<file path="config.mk">
export PLATFORM = sky130hd
export DESIGN_NAME = spi_continuous_address_looper
export DESIGN_NICKNAME = d
export VERILOG_FILES = /design/src/rtl/spi_continuous_address_looper.v /design/src/rtl/pin_sync.v /design/src/rtl/word_fifo.v
export VERILOG_INCLUDE_DIRS = /design/src /design/src/rtl
export SDC_FILE = /design/constraint.sdc
export NUM_CORES = 1
export LEC_CHECK = 0
export BUFFER_PORTS_ARGS = -buffer_cell sky130_fd_sc_hd__buf_2
export CELL_PAD_IN_SITES_DETAIL_PLACEMENT = 1
export CELL_PAD_IN_SITES_GLOBAL_PLACEMENT = 1
export CORE_MARGIN = 10
export CORE_UTILIZATION = 48
export CTS_CLUSTER_DIAMETER = 150
export DETAILED_ROUTE_END_ITERATION = 10
export MAX_ROUTING_LAYER = met4
export PLACE_DENSITY = 0.82
export REMOVE_ABC_BUFFERS = 1
export SLEW_MARGIN = 20
export SYNTH_ARGS = -nofsm -noshare
export SYNTH_HDL_FRONTEND = slang
export SYNTH_SLANG_ARGS = --single-unit
export TNS_END_PERCENT = 100
</file>
<file path="constraint.sdc">
create_clock -name clk -period 7.2 [get_ports clk]
set_input_delay 0 -clock clk [delete_from_list [all_inputs] [get_ports clk]]
set_output_delay 0 -clock clk [all_outputs]
set_load 0.02 [all_outputs]
</file>
<file path="src/rtl/looper_regs.vh">
// Constants of the serial address-pointer looper.
// Assumes the includer wraps logic around these definitions only.
// Function
// - One control byte after select falls; then registers follow without commands.
// - Keep looping over registers while select is low; stop only when it rises.
// - First register moved is the address carried in the control byte.
// - After each full register, step pointer to next address of selected set; a write word refused by a full buffer keeps the pointer.
// - After the set's last address, wrap to its first and continue.
// - Skip undefined addresses while stepping; they are outside the map.
// - Set is picked by two-bit read-loop and one-bit write-loop fields.
// - Read-loop field offers four different address groupings.
// - Read-loop 00 static, 01 groups, 10 types (default), 11 full map.
// - Write-loop 0 static, 1 types (default).
// - During continuous reads, serial input after the control byte is ignored.
// - Writes to non-writable addresses do nothing and keep the pointer.
`ifndef LOOPER_REGS_VH
`define LOOPER_REGS_VH

// ---------------------------------------------------------------
// Control byte
// ---------------------------------------------------------------
`define CTRL_BITS      6'h08
`define CTRL_RW_BIT    0
`define CTRL_ADDR_LSB  1
`define CTRL_ADDR_MSB  5
`define CTRL_DEV_LSB   6
`define CTRL_DEV_MSB   7
`define DEV_ADDR       2'h1

// ---------------------------------------------------------------
// Word widths
// ---------------------------------------------------------------
`define WIDTH_16       2'h0
`define WIDTH_24       2'h1
`define BITS_16        6'h10
`define BITS_24        6'h18
`define BITS_32        6'h20
`define DATA_W         32
`define ADDR_W         5

// ---------------------------------------------------------------
// Loop encodings
// ---------------------------------------------------------------
`define RLOOP_STATIC   2'h0
`define RLOOP_GROUPS   2'h1
`define RLOOP_TYPES    2'h2
`define RLOOP_FULL     2'h3
`define WLOOP_STATIC   1'h0
`define WLOOP_TYPES    1'h1
`define RLOOP_RESET    2'h2
`define WLOOP_RESET    1'h1

// ---------------------------------------------------------------
// Register map shape
// ---------------------------------------------------------------
`define DEFINED_MASK   32'h800f_ff03
`define WRITE_FIRST    5'h08
`define WRITE_LAST     5'h1f
`define GROUP_LSB      2

// ---------------------------------------------------------------
// Buffering
// ---------------------------------------------------------------
`define FIFO_DEPTH     16
`define FIFO_AW        4

`endif

</file>
<file path="src/rtl/spi_continuous_address_looper.v">
// Serial slave with auto-stepping register address pointer.
// Assumes clk runs well above the serial clock (at least 8x), register
// read data arrives combinationally from rd_addr, and the loop fields
// come from the communication status/configuration register outside.
`timescale 1ns/100ps
`include "looper_regs.vh"
module spi_continuous_address_looper (
   input  wire                  clk,
   input  wire                  rst,
   input  wire                  cs_n,
   input  wire                  sck,
   input  wire                  sdi,
   output wire                  sdo,
   output wire                  sdo_oe,
   input  wire [1:0]            read_loop,
   input  wire                  write_loop,
   input  wire [1:0]            width_sel,
   output wire [`ADDR_W-1:0]    rd_addr,
   input  wire [`DATA_W-1:0]    rd_data,
   output wire                  rd_load,
   output wire                  wr_valid,
   input  wire                  wr_ready,
   output wire [`ADDR_W-1:0]    wr_addr,
   output wire [`DATA_W-1:0]    wr_data,
   output wire                  busy
);
   // ---------------------------------------------------------------
   // States
   // ---------------------------------------------------------------
   localparam ST_CTRL   = 2'h0;
   localparam ST_READ   = 2'h1;
   localparam ST_WRITE  = 2'h2;
   localparam ST_IGNORE = 2'h3;

   // ---------------------------------------------------------------
   // Pin synchronisers
   // ---------------------------------------------------------------
   wire cs_n_s;
   wire sck_s;
   wire sdi_s;

   pin_sync #(.RESET_VAL(1'b1)) u_sync_cs (
      .clk   (clk),
      .rst   (rst),
      .pin   (cs_n),
      .level (cs_n_s)
   );
   pin_sync #(.RESET_VAL(1'b0)) u_sync_sck (
      .clk   (clk),
      .rst   (rst),
      .pin   (sck),
      .level (sck_s)
   );
   pin_sync #(.RESET_VAL(1'b0)) u_sync_sdi (
      .clk   (clk),
      .rst   (rst),
      .pin   (sdi),
      .level (sdi_s)
   );

   reg  [1:0]         state_reg;
   reg  [1:0]         state_next;
   reg  [5:0]         bit_cnt_reg;
   reg  [`DATA_W-1:0] shift_in_reg;
   reg  [`DATA_W-1:0] shift_out_reg;
   reg  [`ADDR_W-1:0] ptr_reg;
   reg                load_pend_reg;
   reg                sck_prev_reg;
   wire               sck_rise;
   wire               sck_fall;

   assign sck_rise = sck_s && !sck_prev_reg;
   assign sck_fall = !sck_s && sck_prev_reg;

   // ---------------------------------------------------------------
   // Word length
   // ---------------------------------------------------------------
   reg [5:0] word_bits;

   always @* begin
      case (width_sel)
         `WIDTH_16: word_bits = `BITS_16;
         `WIDTH_24: word_bits = `BITS_24;
         default:   word_bits = `BITS_32;
      endcase
   end

   wire [5:0] last_bit;
   wire       bit_done;
   wire       ctrl_done;
   wire       word_done;

   assign last_bit  = (state_reg == ST_CTRL) ? `CTRL_BITS : word_bits;
   assign bit_done  = sck_rise && (bit_cnt_reg + 6'h01 == last_bit);
   assign ctrl_done = bit_done && (state_reg == ST_CTRL);
   assign word_done = bit_done && (state_reg != ST_CTRL);

   // ---------------------------------------------------------------
   // Set membership per address
   // ---------------------------------------------------------------
   wire       is_read;
   wire [31:0] defined_mask;
   wire [31:0] member;

   assign is_read      = (state_reg == ST_READ);
   assign defined_mask = `DEFINED_MASK;

   genvar gi;
   generate
      for (gi = 0; gi < 32; gi = gi + 1) begin : g_member
         wire [`ADDR_W-1:0] a;
         wire               same_group;
         wire               same_type;
         reg                in_set;
         assign a          = gi[`ADDR_W-1:0];
         assign same_group = (a[`ADDR_W-1:`GROUP_LSB] == ptr_reg[`ADDR_W-1:`GROUP_LSB]);
         assign same_type  = ((a >= `WRITE_FIRST) == (ptr_reg >= `WRITE_FIRST));
         always @* begin
            if (is_read) begin
               case (read_loop)
                  `RLOOP_GROUPS: in_set = same_group;
                  `RLOOP_TYPES:  in_set = same_type;
                  `RLOOP_FULL:   in_set = 1'b1;
                  default:       in_set = (a == ptr_reg);
               endcase
            end else begin
               case (write_loop)
                  `WLOOP_TYPES: in_set = (a >= `WRITE_FIRST);
                  default:      in_set = (a == ptr_reg);
               endcase
            end
         end
         // Undefined addresses never join a set
         assign member[gi] = in_set && defined_mask[gi];
      end
   endgenerate

   // ---------------------------------------------------------------
   // Next address: first member above pointer, else first member
   // ---------------------------------------------------------------
   reg [`ADDR_W-1:0] next_addr;
   reg [`ADDR_W-1:0] first_addr;
   reg               found_above;
   reg               found_first;
   integer           i;

   always @* begin
      next_addr   = ptr_reg;
      first_addr  = ptr_reg;
      found_above = 1'b0;
      found_first = 1'b0;
      for (i = 0; i < 32; i = i + 1) begin
         if (member[i] && !found_first) begin
            first_addr  = i[`ADDR_W-1:0];
            found_first = 1'b1;
         end
         if (member[i] && !found_above && (i > ptr_reg)) begin
            next_addr   = i[`ADDR_W-1:0];
            found_above = 1'b1;
         end
      end
      if (!found_above) begin
         next_addr = first_addr;
      end
   end

   // ---------------------------------------------------------------
   // Write acceptance
   // ---------------------------------------------------------------
   wire               writable;
   wire               fifo_in_ready;
   wire               push;
   wire [`DATA_W-1:0] word_in;

   assign writable = defined_mask[ptr_reg] && (ptr_reg >= `WRITE_FIRST)
                     && (ptr_reg <= `WRITE_LAST);
   assign word_in  = {shift_in_reg[`DATA_W-2:0], sdi_s};
   // A full buffer refuses the word just like a locked address would
   assign push     = word_done && (state_reg == ST_WRITE) && writable;

   // ---------------------------------------------------------------
   // Sequencer
   // ---------------------------------------------------------------
   always @* begin
      state_next = state_reg;
      case (state_reg)
         ST_CTRL: begin
            if (ctrl_done) begin
               if (word_in[`CTRL_DEV_MSB:`CTRL_DEV_LSB] != `DEV_ADDR) begin
                  // Frame belongs to another device sharing the select line
                  state_next = ST_IGNORE;
               end else if (word_in[`CTRL_RW_BIT]) begin
                  state_next = ST_READ;
               end else begin
                  state_next = ST_WRITE;
               end
            end
         end
         // Loops end only through select release, handled in the register
         ST_READ: begin
            state_next = ST_READ;
         end
         ST_WRITE: begin
            state_next = ST_WRITE;
         end
         ST_IGNORE: begin
            state_next = ST_IGNORE;
         end
         default: begin
            state_next = ST_CTRL;
         end
      endcase
   end

   always @(posedge clk or posedge rst) begin
      if (rst) begin
         state_reg     <= ST_CTRL;
         bit_cnt_reg   <= 6'h00;
         shift_in_reg  <= {`DATA_W{1'b0}};
         shift_out_reg <= {`DATA_W{1'b0}};
         ptr_reg       <= {`ADDR_W{1'b0}};
         load_pend_reg <= 1'b0;
         sck_prev_reg  <= 1'b0;
      end else begin
         sck_prev_reg <= sck_s;
         if (cs_n_s) begin
            // Select high ends the loop and clears the interface
            state_reg     <= ST_CTRL;
            bit_cnt_reg   <= 6'h00;
            load_pend_reg <= 1'b0;
         end else begin
            state_reg <= state_next;
            if (sck_rise) begin
               if (bit_done) begin
                  bit_cnt_reg <= 6'h00;
               end else begin
                  bit_cnt_reg <= bit_cnt_reg + 6'h01;
               end
               // Input ignored in read loops
               if (state_reg != ST_READ) begin
                  shift_in_reg <= word_in;
               end
            end
            if (ctrl_done) begin
               ptr_reg       <= word_in[`CTRL_ADDR_MSB:`CTRL_ADDR_LSB];
               load_pend_reg <= (state_next == ST_READ);
            end else if (word_done && state_reg == ST_READ) begin
               ptr_reg       <= next_addr;
               load_pend_reg <= 1'b1;
            end else if (push && fifo_in_ready) begin
               ptr_reg       <= next_addr;
            end else begin
               load_pend_reg <= 1'b0;
            end
            if (load_pend_reg) begin
               shift_out_reg <= rd_data;
            end else if (sck_fall && bit_cnt_reg != 6'h00 && state_reg == ST_READ) begin
               shift_out_reg <= {shift_out_reg[`DATA_W-2:0], 1'b0};
            end
         end
      end
   end

   // ---------------------------------------------------------------
   // Buffered write words
   // ---------------------------------------------------------------
   wire [`ADDR_W+`DATA_W-1:0] fifo_out;

   word_fifo #(
      .WIDTH (`ADDR_W + `DATA_W),
      .DEPTH (`FIFO_DEPTH),
      .AW    (`FIFO_AW)
   ) u_fifo (
      .clk       (clk),
      .rst       (rst),
      .in_valid  (push),
      .in_ready  (fifo_in_ready),
      .in_data   ({ptr_reg, word_in}),
      .out_valid (wr_valid),
      .out_ready (wr_ready),
      .out_data  (fifo_out)
   );

   assign wr_addr = fifo_out[`ADDR_W+`DATA_W-1:`DATA_W];
   assign wr_data = fifo_out[`DATA_W-1:0];

   // ---------------------------------------------------------------
   // Outputs
   // ---------------------------------------------------------------
   // MSB placement follows the selected width so short words also shift out MSB first
   reg sdo_bit;

   always @* begin
      case (width_sel)
         `WIDTH_16: sdo_bit = shift_out_reg[15];
         `WIDTH_24: sdo_bit = shift_out_reg[23];
         default:   sdo_bit = shift_out_reg[31];
      endcase
   end

   assign sdo     = sdo_bit;
   assign sdo_oe  = (state_reg == ST_READ) && !cs_n_s;
   assign rd_addr = ptr_reg;
   assign rd_load = load_pend_reg;
   assign busy    = !cs_n_s;

endmodule // spi_continuous_address_looper

</file>
<file path="src/rtl/pin_sync.v">
// Three-stage synchroniser with agreement filter for one pin.
// Assumes the pin is asynchronous to clk; output changes once
// the second and third stages agree.
`timescale 1ns/100ps
module pin_sync #(
   parameter RESET_VAL = 1'b0
) (
   input  wire clk,
   input  wire rst,
   input  wire pin,
   output reg  level
);
   reg s1_reg;
   reg s2_reg;
   reg s3_reg;

   always @(posedge clk or posedge rst) begin
      if (rst) begin
         s1_reg <= RESET_VAL;
         s2_reg <= RESET_VAL;
         s3_reg <= RESET_VAL;
         level  <= RESET_VAL;
      end else begin
         s1_reg <= pin;
         s2_reg <= s1_reg;
         s3_reg <= s2_reg;
         // Only a settled value passes; a single odd sample is held off
         if (s2_reg == s3_reg) begin
            level <= s3_reg;
         end
      end
   end
endmodule // pin_sync

</file>
<file path="src/rtl/word_fifo.v">
// Synchronous FIFO with valid/ready on both sides.
// Assumes one clock domain; DEPTH is a power of two of 2**AW.
`timescale 1ns/100ps
module word_fifo #(
   parameter WIDTH = 37,
   parameter DEPTH = 16,
   parameter AW    = 4
) (
   input  wire             clk,
   input  wire             rst,
   input  wire             in_valid,
   output wire             in_ready,
   input  wire [WIDTH-1:0] in_data,
   output wire             out_valid,
   input  wire             out_ready,
   output wire [WIDTH-1:0] out_data
);
   reg [WIDTH-1:0] mem [0:DEPTH-1];
   reg [AW-1:0]    wr_ptr_reg;
   reg [AW-1:0]    rd_ptr_reg;
   reg [AW:0]      count_reg;
   wire            push;
   wire            pop;

   assign in_ready  = (count_reg != DEPTH[AW:0]);
   assign out_valid = (count_reg != {(AW+1){1'b0}});
   assign out_data  = mem[rd_ptr_reg];
   assign push      = in_valid && in_ready;
   assign pop       = out_valid && out_ready;

   always @(posedge clk) begin
      if (push) begin
         mem[wr_ptr_reg] <= in_data;
      end
   end

   always @(posedge clk or posedge rst) begin
      if (rst) begin
         wr_ptr_reg <= {AW{1'b0}};
         rd_ptr_reg <= {AW{1'b0}};
         count_reg  <= {(AW+1){1'b0}};
      end else begin
         if (push) begin
            wr_ptr_reg <= wr_ptr_reg + 1'b1;
         end
         if (pop) begin
            rd_ptr_reg <= rd_ptr_reg + 1'b1;
         end
         if (push && !pop) begin
            count_reg <= count_reg + 1'b1;
         end else if (pop && !push) begin
            count_reg <= count_reg - 1'b1;
         end
      end
   end
endmodule // word_fifo

</file>
==> run_results.csv, run 1 <==
group,metric,value,unit
synth,syn_avg_cell_area,20.1,µm²
layout,diodes,0,
power,comb_power_share,0.175,
layout,largest_reg_flops,592,
floorplan,die_x,261,µm
synth,ys_ff_latch,695,
synth,syn-cell-area,27800,µm²
place,dp.final_hpwl,36600,µm
synth,netlist_top_cells_area,"edfxtp_1 64%, mux4_2 15%, dfrtp_1 8.9%",
route,firstDrtPassIters,5,
route,totalWireLength,67000,µm
synth,synth-edff-count,592,
clocking,numCtsBuffers,72,
floorplan,core,57600,µm²
sta,worst_pin_slew,1030,ps
layout,postLayoutCellArea,32000,µm²
floorplan,initial_core_util,0.483,
layout,syn_to_final_growth,15.1,%
worst_setup_path,path_class,"register to primary output",
global_route,grt_pass1_wl,102000,µm
sta,tns,0,ps
synth,yosys_warnings,0,
hold_path,hold_path_class,"input port to register",
clocking,cts_buffer_depth,3,
route,ant_nets,0,
global_route,grt_util_all_layers,0.208,
floorplan,io_pins,90,
sta,fin_skew,20.7,ps
power,p_int,7.83,mW
layout,drive_above_1_share,0.311,
route,viasPerCell,6.04,
worst_setup_path,r2r_setup_slack,3490,ps
clocking,clk_latency,610,ps
power,ir_drop,0.339,mV
route,num_vias,14200,
sta,fin_crit,3850,ps
floorplan,die_area,68000,µm²
power,p_leak,10.7,nW
worst_setup_path,required,7200,ps
place,gp_congestion,0.866,
global_route,grt_max_degree,130,
worst_setup_path,cp-end-kind,"primary output",
worst_setup_path,r2r_cells,13,
synth,netlist_instances,1383,
sta,min_period_over_period,0.535,
synth,yosysSeqAreaShare,0.732,
sta,rsz0062_at_grt,"no",
route,wl_per_cell,28.5,µm
synth,yosysTopAreaCellShare,0.639,
floorplan,die_h,261,µm
sta,hold_viol_final,0,
global_route,grt-ovfl-total,0,
worst_setup_path,start_kind,"register",
place,portBuffers,89,
synth,yosysTopAreaCell,"edfxtp_1",
layout,finalNetCount,1582,
clocking,cts-root-buf,"clkbuf_16",
sta,slew_headroom,0.315,
route,drcViolationCount,0,
power,switching_power,2.87,mW
floorplan,fp-row-count,88,
worst_setup_path,crit_arrival,3850,ps
power,p_seq_frac,0.456,
flow_run,cap_violations,0,
power,power_density,334,nW/µm²
worst_setup_path,crit_path_max_fanout,106,
global_route,grt_pass1_vias,15500,
clocking,tritoncts,"yes",
synth,synth_ff_type,"edfxtp_1",
power,swShare,0.268,
global_route,grt_antenna_before_repair,0,
clocking,ctsResizeCount,0,
outcome,status,"finished, final reports clean",
hold_path,holdPathStages,2,
sta,fmax,260,MHz
clocking,ctsHoldBuffers,37,
place,dpl_cell_area,29100,µm²
clocking,cts_htree_levels,3,
clocking,cts.sinks,695,
sta,setup_violations,0,
synth,ys_types,83,
clocking,cts.clk_slew.worst_paths,60,ps
synth,async_flop_share,0.148,
sta,drv_slew,0,
route,drt_iter0_drc,1445,
clocking,cts_setup_buffers,0,
power,clkPwrFrac,0.369,
==> worst max-delay path: stages (launching register included) <==
cell     delay (ps)
dfrtp_4        1070
buf_12          710
mux4_2          660
mux4_2          480
buf_2           180
==> layout by cell type (no fill, tap or decap), drive strengths merged, types with 7 or more instances in the layout <==
master / count
bufinv: 11
nor2: 27
mux2i: 35
and3: 18
ha: 12
xnor2: 12
dlygate4sd3: 37
inv: 24
nand3: 10
nand2: 69
clkbuf: 93
o21ai: 51
mux2: 32
buf: 110
nor3: 9
mux4: 185
a21oi: 12
edfxtp: 592
a22oi: 8
a31oi: 7
clkinv: 22
dfrtp: 99
==> power by group through the flow <==
stage | sequential [mW] | combinational [mW] | clock, mW
after CTS | 4.88 | 1.92 | 4.01
after global placement | 4.94 | 1.87 | 0
after global routing | 4.92 | 2.01 | 4.18
after floorplan | 5.04 | 1.35 | 0
after detailed placement | 4.97 | 1.89 | 0
final | 4.88 | 1.87 | 3.95
==> through the flow <==
step                worst slack [ps]  total power, mW  std cells   util  hold WS [ps]
floorplan                        259             6.39       1305      -          4.48
global placement                3440             6.81       2180  0.506           111
detailed placement              3320             6.86       2180  0.506           108
CTS                             3220             10.8       2349  0.556          13.0
global route                    3020             11.1       2349  0.556          47.3
finish                          3350             10.7       2349  0.556          40.4
==> synthesized netlist by cell type, types with 3 or more instances <==
master,count
a211o_1,3
a21o_1,3
a21oi_1,12
a221oi_1,3
a22o_1,3
a22oi_1,8
a31oi_1,7
and2_1,6
and3_1,18
and3b_1,3
and4_1,3
buf_1,16
buf_2,12
buf_6,3
clkbuf_1,45
dfrtp_1,99
dfstp_2,4
edfxtp_1,592
ha_1,12
inv_1,21
maj3_1,3
mux2_2,31
mux2i_1,35
mux4_2,185
nand2_1,69
nand3_1,9
nand4_1,3
nor2_1,27
nor2b_1,6
nor3_1,8
nor3b_1,3
o211ai_1,3
o21ai_0,48
o21ai_1,3
o221ai_1,3
o31ai_1,5
or2_2,3
xnor2_1,12
xor2_1,3
==> layout make-up <==
type | count | area [µm²]
sequential | 695 | 20400
multi-input combinational | 589 | 7090
inverter | 21 | 81.3
tap | 765 | 957
timing repair buffer | 147 | 998
fill | 4988 | 25600
clock buffer | 93 | 2020
clock inverter | 39 | 493
==> final timing paths <==
path,from,end
worst max-delay path,u_fifo.rd_ptr_reg[0]$_DFFE_PP0P_,wr_data[18]
worst min-delay path,sck,u_sync_sck.s1_reg$_DFF_PP0_
worst max register to register,rd_addr[1]$_DFFE_PP0P_,u_fifo.count_reg[4]$_DFFE_PP0P_
worst min register to register,u_sync_sdi.s1_reg$_DFF_PP0_,u_sync_sdi.s2_reg$_DFF_PP0_
max in group asynchronous,rst,u_fifo.rd_ptr_reg[1]$_DFFE_PP0P_
min in group asynchronous,rst,shift_out_reg[21]$_DFFE_PP0P_
==> per-layer routing <==
metal | vias to the layer above | part of all wire | global-route usage
li1 | 5946 | - | -
met1 | 7590 | 0.39 | 0.258
met2 | 509 | 0.53 | 0.351
met3 | 132 | 0.055 | 0.0357
met4 | 0 | 0.023 | 0.0557
met5 | - | 0 | -
==> cell families after synthesis <==
group | share of synthesized area
fa+ha+maj | 0.00720
compound gates | 0.0298
xor+xnor | 0.00472
simple gates | 0.0360
mux | 0.175
buf+inv | 0.0149
flops | 0.732
Power figures use the tool's default switching activity.
==> inputs of run 2 (changes only) <==
Clock period 7.2 ns to 3.7 ns, I/O delays scaled along.
==> run_results.csv, run 2 (same netlist as run 1, synthesis figures left out) <==
group,metric,value,unit
sta,worst_pin_slew,1050,ps
worst_setup_path,crit_arrival,3960,ps
sta,setup_violations,0,
floorplan,die_h,261,µm
global_route,grt_pass1_wl,104000,µm
sta,rsz0062_at_grt,"no",
worst_setup_path,slowest_stage,"dfrtp_1",
sta,drv_slew,0,
global_route,grt_antenna_before_repair,1,
worst_setup_path,required,4190,ps
route,ant_nets,0,
place,post-place-ws,260,ps
route,wl_per_cell,28.9,µm
global_route,grt-ovfl-total,0,
layout,layout_common_cells,"592 x edfxtp_1, 185 x mux4_2, 94 x dfrtp_1, 89 x buf_2, 75 x clkbuf_16",
clocking,numCtsBuffers,72,
layout,drive_above_1_share,0.316,
outcome,status,"finished, final reports clean",
clocking,tritoncts,"yes",
place,dpl.cell_count,2202,
layout,register_area,20400,µm²
layout,post-route-util,0.561,
sta,slew_headroom,0.298,
layout,multi_input_area,7080,µm²
route,num_vias,14400,
power,power_density,654,nW/µm²
worst_setup_path,cp_cell_sequence,"ha_1 -> nand3_4 -> nor4_2 -> a31o_2 -> a31oi_1 -> nor3_1 -> ha_1 -> inv_1 -> fa_1 -> a21o_1 -> a21oi_1 -> xnor2_1 -> nor2_1 -> xnor2_1",
global_route,grt_pass1_vias,15700,
worst_setup_path,path_class,"register to register",
floorplan,io_pins,90,
clocking,ctsResizeCount,0,
layout,largest_reg_flops,592,
clocking,ctsHoldBuffers,37,
clocking,cts-root-buf,"clkbuf_16",
route,drcViolationCount,0,
floorplan,die_x,261,µm
global_route,grt_util_all_layers,0.213,
route,firstDrtPassIters,5,
floorplan,die_area,68000,µm²
worst_setup_path,cp-end-kind,"register",
route,drt_iter0_drc,1333,
worst_setup_path,slowest_delay,490,ps
layout,nFillCells,4996,
layout,diodes,0,
hold_path,hold_path_class,"input port to register",
floorplan,initial_core_util,0.483,
sta,fmax,288,MHz
clocking,cts.sinks,695,
place,gp_congestion,0.861,
layout,syn_to_final_growth,16.2,%
clocking,cts_htree_levels,3,
place,dp.final_hpwl,37500,µm
route,totalWireLength,68500,µm
power,p_leak,10.8,nW
worst_setup_path,start_kind,"register",
layout,finalNetCount,1605,
sta,fin_skew,31.4,ps
route,viasPerCell,6.06,
clocking,cts_buffer_depth,3,
floorplan,fp-row-count,88,
clocking,cts_setup_buffers,0,
layout,fin_cells,2371,
sta,hold_viol_final,0,
sta,min_period_over_period,0.938,
flow_run,cap_violations,0,
clocking,cts.clk_slew.worst_paths,60,ps
floorplan,core,57600,µm²
sta,fin_crit,3470,ps
sta,worst_slack,231,ps
power,ir_drop,0.501,mV
place,portBuffers,89,
worst_setup_path,crit_path_max_fanout,10,
global_route,grt_max_degree,64,
clocking,clk_latency,630,ps
layout,final_common_cell,"edfxtp_1",
-- run 2: cell types whose count changed in the layout (fill, tap and decap cells not counted), sizes merged --
| cell | delta |
|---|---|
| buf | +23 |
| bufinv | -6 |
| clkbuf | +5 |
| clkinv | +1 |
| inv | -1 |
-- run 2: layer usage --
| layer | track usage | share of wire |
|---|---|---|
| met5 | - | 0 |
| met4 | 0.0589 | 0.021 |
| met3 | 0.0345 | 0.061 |
| met2 | 0.356 | 0.53 |
| met1 | 0.266 | 0.39 |
-- run 2: area by class of cell --
class	count	area share
Sequential cell	695	0.630
Multi-Input combinational cell	589	0.219
Clock buffer	98	0.0626
Timing Repair Buffer	170	0.0450
Tap cell	765	0.0296
Clock inverter	33	0.0107
Inverter	21	0.00252
-- run 2: report_power, final --
part           switching (mW)  internal, mW  leakage, nW  total [mW]
Clock                    3.06          4.22         1.16        7.28
Sequential              0.634          8.76         6.37        9.40
Combinational            2.18          2.27         3.27        4.45
-- run 2: metrics by stage --
stage          TNS, ps  total power, mW  cell area [µm²]  hold slack (ps)
4_1_cts              0             21.3            32300             9.87
3_3_place_gp         0             13.9            29500              110
3_5_place_dp         0             14.0            29500              107
6_report             0             21.1            32300             37.0
5_1_grt              0             21.9            32300             35.3
2_1_floorplan  -335900             12.4            27500             4.48
-- run 2: critical path, delay by kind of cell, from the launching register on --
kind,cells,cell delay (ps)
flip-flops,1,490
adder cells (fa/ha/maj),3,1080
buffers and inverters,1,120
XOR/XNOR,2,270
AND/OR/NAND/NOR,4,810
AO/OA/AOI/OAI,4,590
-- run 2: path summary, 6_finish.rpt --
kind | cells past startpoint | end | slack [ps] | from
hold reg to reg | 0 | u_sync_sck.s2_reg$_DFF_PP0_ | 360 | u_sync_sck.s1_reg$_DFF_PP0_
max in group asynchronous | 4 | u_fifo.rd_ptr_reg[2]$_DFFE_PP0P_ | 2580 | rst
hold / removal | 2 | u_sync_sdi.s1_reg$_DFF_PP0_ | 40 | sdi
min in group asynchronous | 3 | shift_out_reg[20]$_DFFE_PP0P_ | 70 | rst
setup reg to reg | 14 | u_fifo.count_reg[4]$_DFFE_PP0P_ | 230 | bit_cnt_reg[0]$_DFFE_PP0P_
setup / recovery | 14 | u_fifo.count_reg[4]$_DFFE_PP0P_ | 230 | bit_cnt_reg[0]$_DFFE_PP0P_
==> inputs of run 3 (changes only) <==
Settings changed: HOLD_SLACK_MARGIN set to 0.12.
==> run_results.csv, run 3 (same netlist as run 1, synthesis figures left out) <==
group,metric,value,unit
power,power_density,652,nW/µm²
worst_setup_path,cp-end-kind,"register",
global_route,grt_antenna_before_repair,1,
clocking,cts-root-buf,"clkbuf_16",
power,comb_power_share,0.211,
global_route,grt_max_degree,64,
place,post-place-ws,260,ps
power,p_seq_frac,0.445,
sta,worst_pin_slew,1040,ps
layout,largest_reg_flops,592,
worst_setup_path,cp_cell_sequence,"ha_1 -> nand3_4 -> nor4_2 -> a31o_2 -> a31oi_1 -> nor3_1 -> ha_1 -> inv_1 -> fa_1 -> a21o_1 -> a21oi_1 -> xnor2_1 -> nor2_1 -> xnor2_1",
sta,rsz0062_at_grt,"no",
sta,slew_headroom,0.304,
sta,hold_viol_final,0,
sta,tns,0,ps
outcome,status,"finished, final reports clean",
worst_setup_path,r2r_cells,14,
global_route,grt-ovfl-total,0,
layout,register_area,20400,µm²
flow_run,cap_violations,0,
power,p_int,15.3,mW
worst_setup_path,start_kind,"register",
sta,setup_violations,0,
clocking,cts.clk_slew.worst_paths,60,ps
sta,min_period_over_period,0.937,
sta,fin_skew,28.0,ps
hold_path,min_from,"width_sel[1]",
clocking,cts.sinks,695,
worst_setup_path,crit_arrival,3960,ps
clocking,numCtsBuffers,72,
place,dp.final_hpwl,37500,µm
clocking,clk_latency,620,ps
route,drt_iter0_drc,1376,
clocking,ctsResizeCount,0,
floorplan,die_area,68000,µm²
global_route,grt_pass1_vias,15700,
power,clkPwrFrac,0.344,
worst_setup_path,path_class,"register to register",
power,ir_drop,0.505,mV
power,swShare,0.277,
route,totalWireLength,68700,µm
sta,worst_slack,232,ps
worst_setup_path,reg2reg_to,"u_fifo.count_reg[4]$_DFFE_PP0P_",
worst_setup_path,slowest_stage,"dfrtp_1",
worst_setup_path,required,4190,ps
layout,nFillCells,4997,
place,gp_congestion,0.861,
layout,syn_to_final_growth,16.4,%
sta,fin_crit,3470,ps
route,num_vias,14500,
clocking,cts_buffer_depth,3,
layout,multi_input_area,7080,µm²
worst_setup_path,cp.buffers_inverters,1,
sta,drv_slew,0,
route,wl_per_cell,28.9,µm
hold_path,hold_path_class,"input port to register",
floorplan,fp-row-count,88,
route,drcViolationCount,0,
clocking,cts_htree_levels,3,
worst_setup_path,slowest_delay,490,ps
floorplan,die_h,261,µm
clocking,cts_setup_buffers,0,
power,p_leak,10.8,nW
layout,drive_above_1_share,0.315,
worst_setup_path,r2r_setup_slack,230,ps
route,firstDrtPassIters,7,
worst_setup_path,cp_top_family,"adder cells",
worst_setup_path,crit_path_max_fanout,10,
hold_path,hold_end,"rd_load$_DFFE_PP0P_",
global_route,grt_pass1_wl,104000,µm
hold_path,holdPathStages,7,
clocking,tritoncts,"yes",
sta,hold_slack,234,ps
worst_setup_path,reg2reg_from,"bit_cnt_reg[0]$_DFFE_PP0P_",
layout,diodes,0,
floorplan,io_pins,90,
sta,fmax,288,MHz
floorplan,initial_core_util,0.483,
route,viasPerCell,6.09,
layout,final_common_cell,"edfxtp_1",
place,dpl.cell_count,2202,
floorplan,die_x,261,µm
layout,finalNetCount,1610,
route,ant_nets,0,
global_route,grt_util_all_layers,0.213,
place,portBuffers,89,
power,switching_power,5.86,mW
floorplan,core,57600,µm²
layout,fin_cells,2376,
layout,layout_common_cells,"592 x edfxtp_1, 185 x mux4_2, 94 x dfrtp_1, 89 x buf_2, 75 x clkbuf_16",
run 3: power groups by stage:
| stage | clock (mW) | combinational (mW) | sequential (mW) |
|---|---|---|---|
| 3_5_place_dp | 0 | 4.36 | 9.67 |
| 2_1_floorplan | 0 | 2.76 | 9.68 |
| 4_1_cts | 7.38 | 4.43 | 9.51 |
| 6_report | 7.26 | 4.45 | 9.40 |
| 5_1_grt | 7.72 | 4.76 | 9.45 |
| 3_3_place_gp | 0 | 4.26 | 9.61 |
run 3: worst max path at each step:
stage | from | endpoint | slack, ps | depth (start not counted)
6_report | bit_cnt_reg[0]$_DFFE_PP0P_ | u_fifo.count_reg[4]$_DFFE_PP0P_ | 230 | 14
5_1_grt | bit_cnt_reg[0]$_DFFE_PP0P_ | u_fifo.count_reg[4]$_DFFE_PP0P_ | 20 | 14
4_1_cts | bit_cnt_reg[0]$_DFFE_PP0P_ | u_fifo.count_reg[4]$_DFFE_PP0P_ | 260 | 14
3_5_place_dp | bit_cnt_reg[0]$_DFFE_PP0P_ | u_fifo.count_reg[4]$_DFFE_PP0P_ | 260 | 14
3_3_place_gp | bit_cnt_reg[0]$_DFFE_PP0P_ | u_fifo.count_reg[4]$_DFFE_PP0P_ | 370 | 14
2_1_floorplan | u_fifo.rd_ptr_reg[0]$_DFFE_PP0P_ | wr_addr[0] | -3240 | 2
run 3: timing repair:
| item | 4_1_cts | 5_1_grt |
|---|---|---|
| setup endpoints to repair | 0 | 0 |
| hold buffers | 42 | 0 |
| endpoints found under the hold margin | 95 | 0 |
run 3: final cells by class:
cell class,instances,share of cell area
Clock inverter,33,0.0107
Sequential cell,695,0.629
Inverter,21,0.00251
Tap cell,765,0.0296
Multi-Input combinational cell,589,0.219
Timing Repair Buffer,175,0.0465
Clock buffer,98,0.0625
run 3: through the flow:
step	cell area, µm²	utilization	power [mW]
floorplan	27500	-	12.4
global placement	29500	0.513	13.9
detailed placement	29500	0.513	14.0
CTS	32300	0.562	21.3
global route	32400	0.562	21.9
finish	32400	0.562	21.1
run 3: worst reg2reg max path, delay by kind of cell, from the launching register on:
family / cells / cell delay (ps)
adders and majority gates: 3 / 1080
and+or+nand+nor: 4 / 810
AOI/OAI and AO/OA: 4 / 600
DFF: 1 / 490
xor gates and xnor gates: 2 / 270
buffers and inverters: 1 / 120
run 3: per-layer routing:
metal  wire length, µm  share of wire  global-route usage  vias to the layer above
met5                 0              0                   -                        -
met4              1600          0.023              0.0627                        0
met3              4020          0.059              0.0343                      122
met2             35900           0.52               0.355                      603
met1             27200           0.40               0.268                     7730
li1                  -              -                   -                     6003
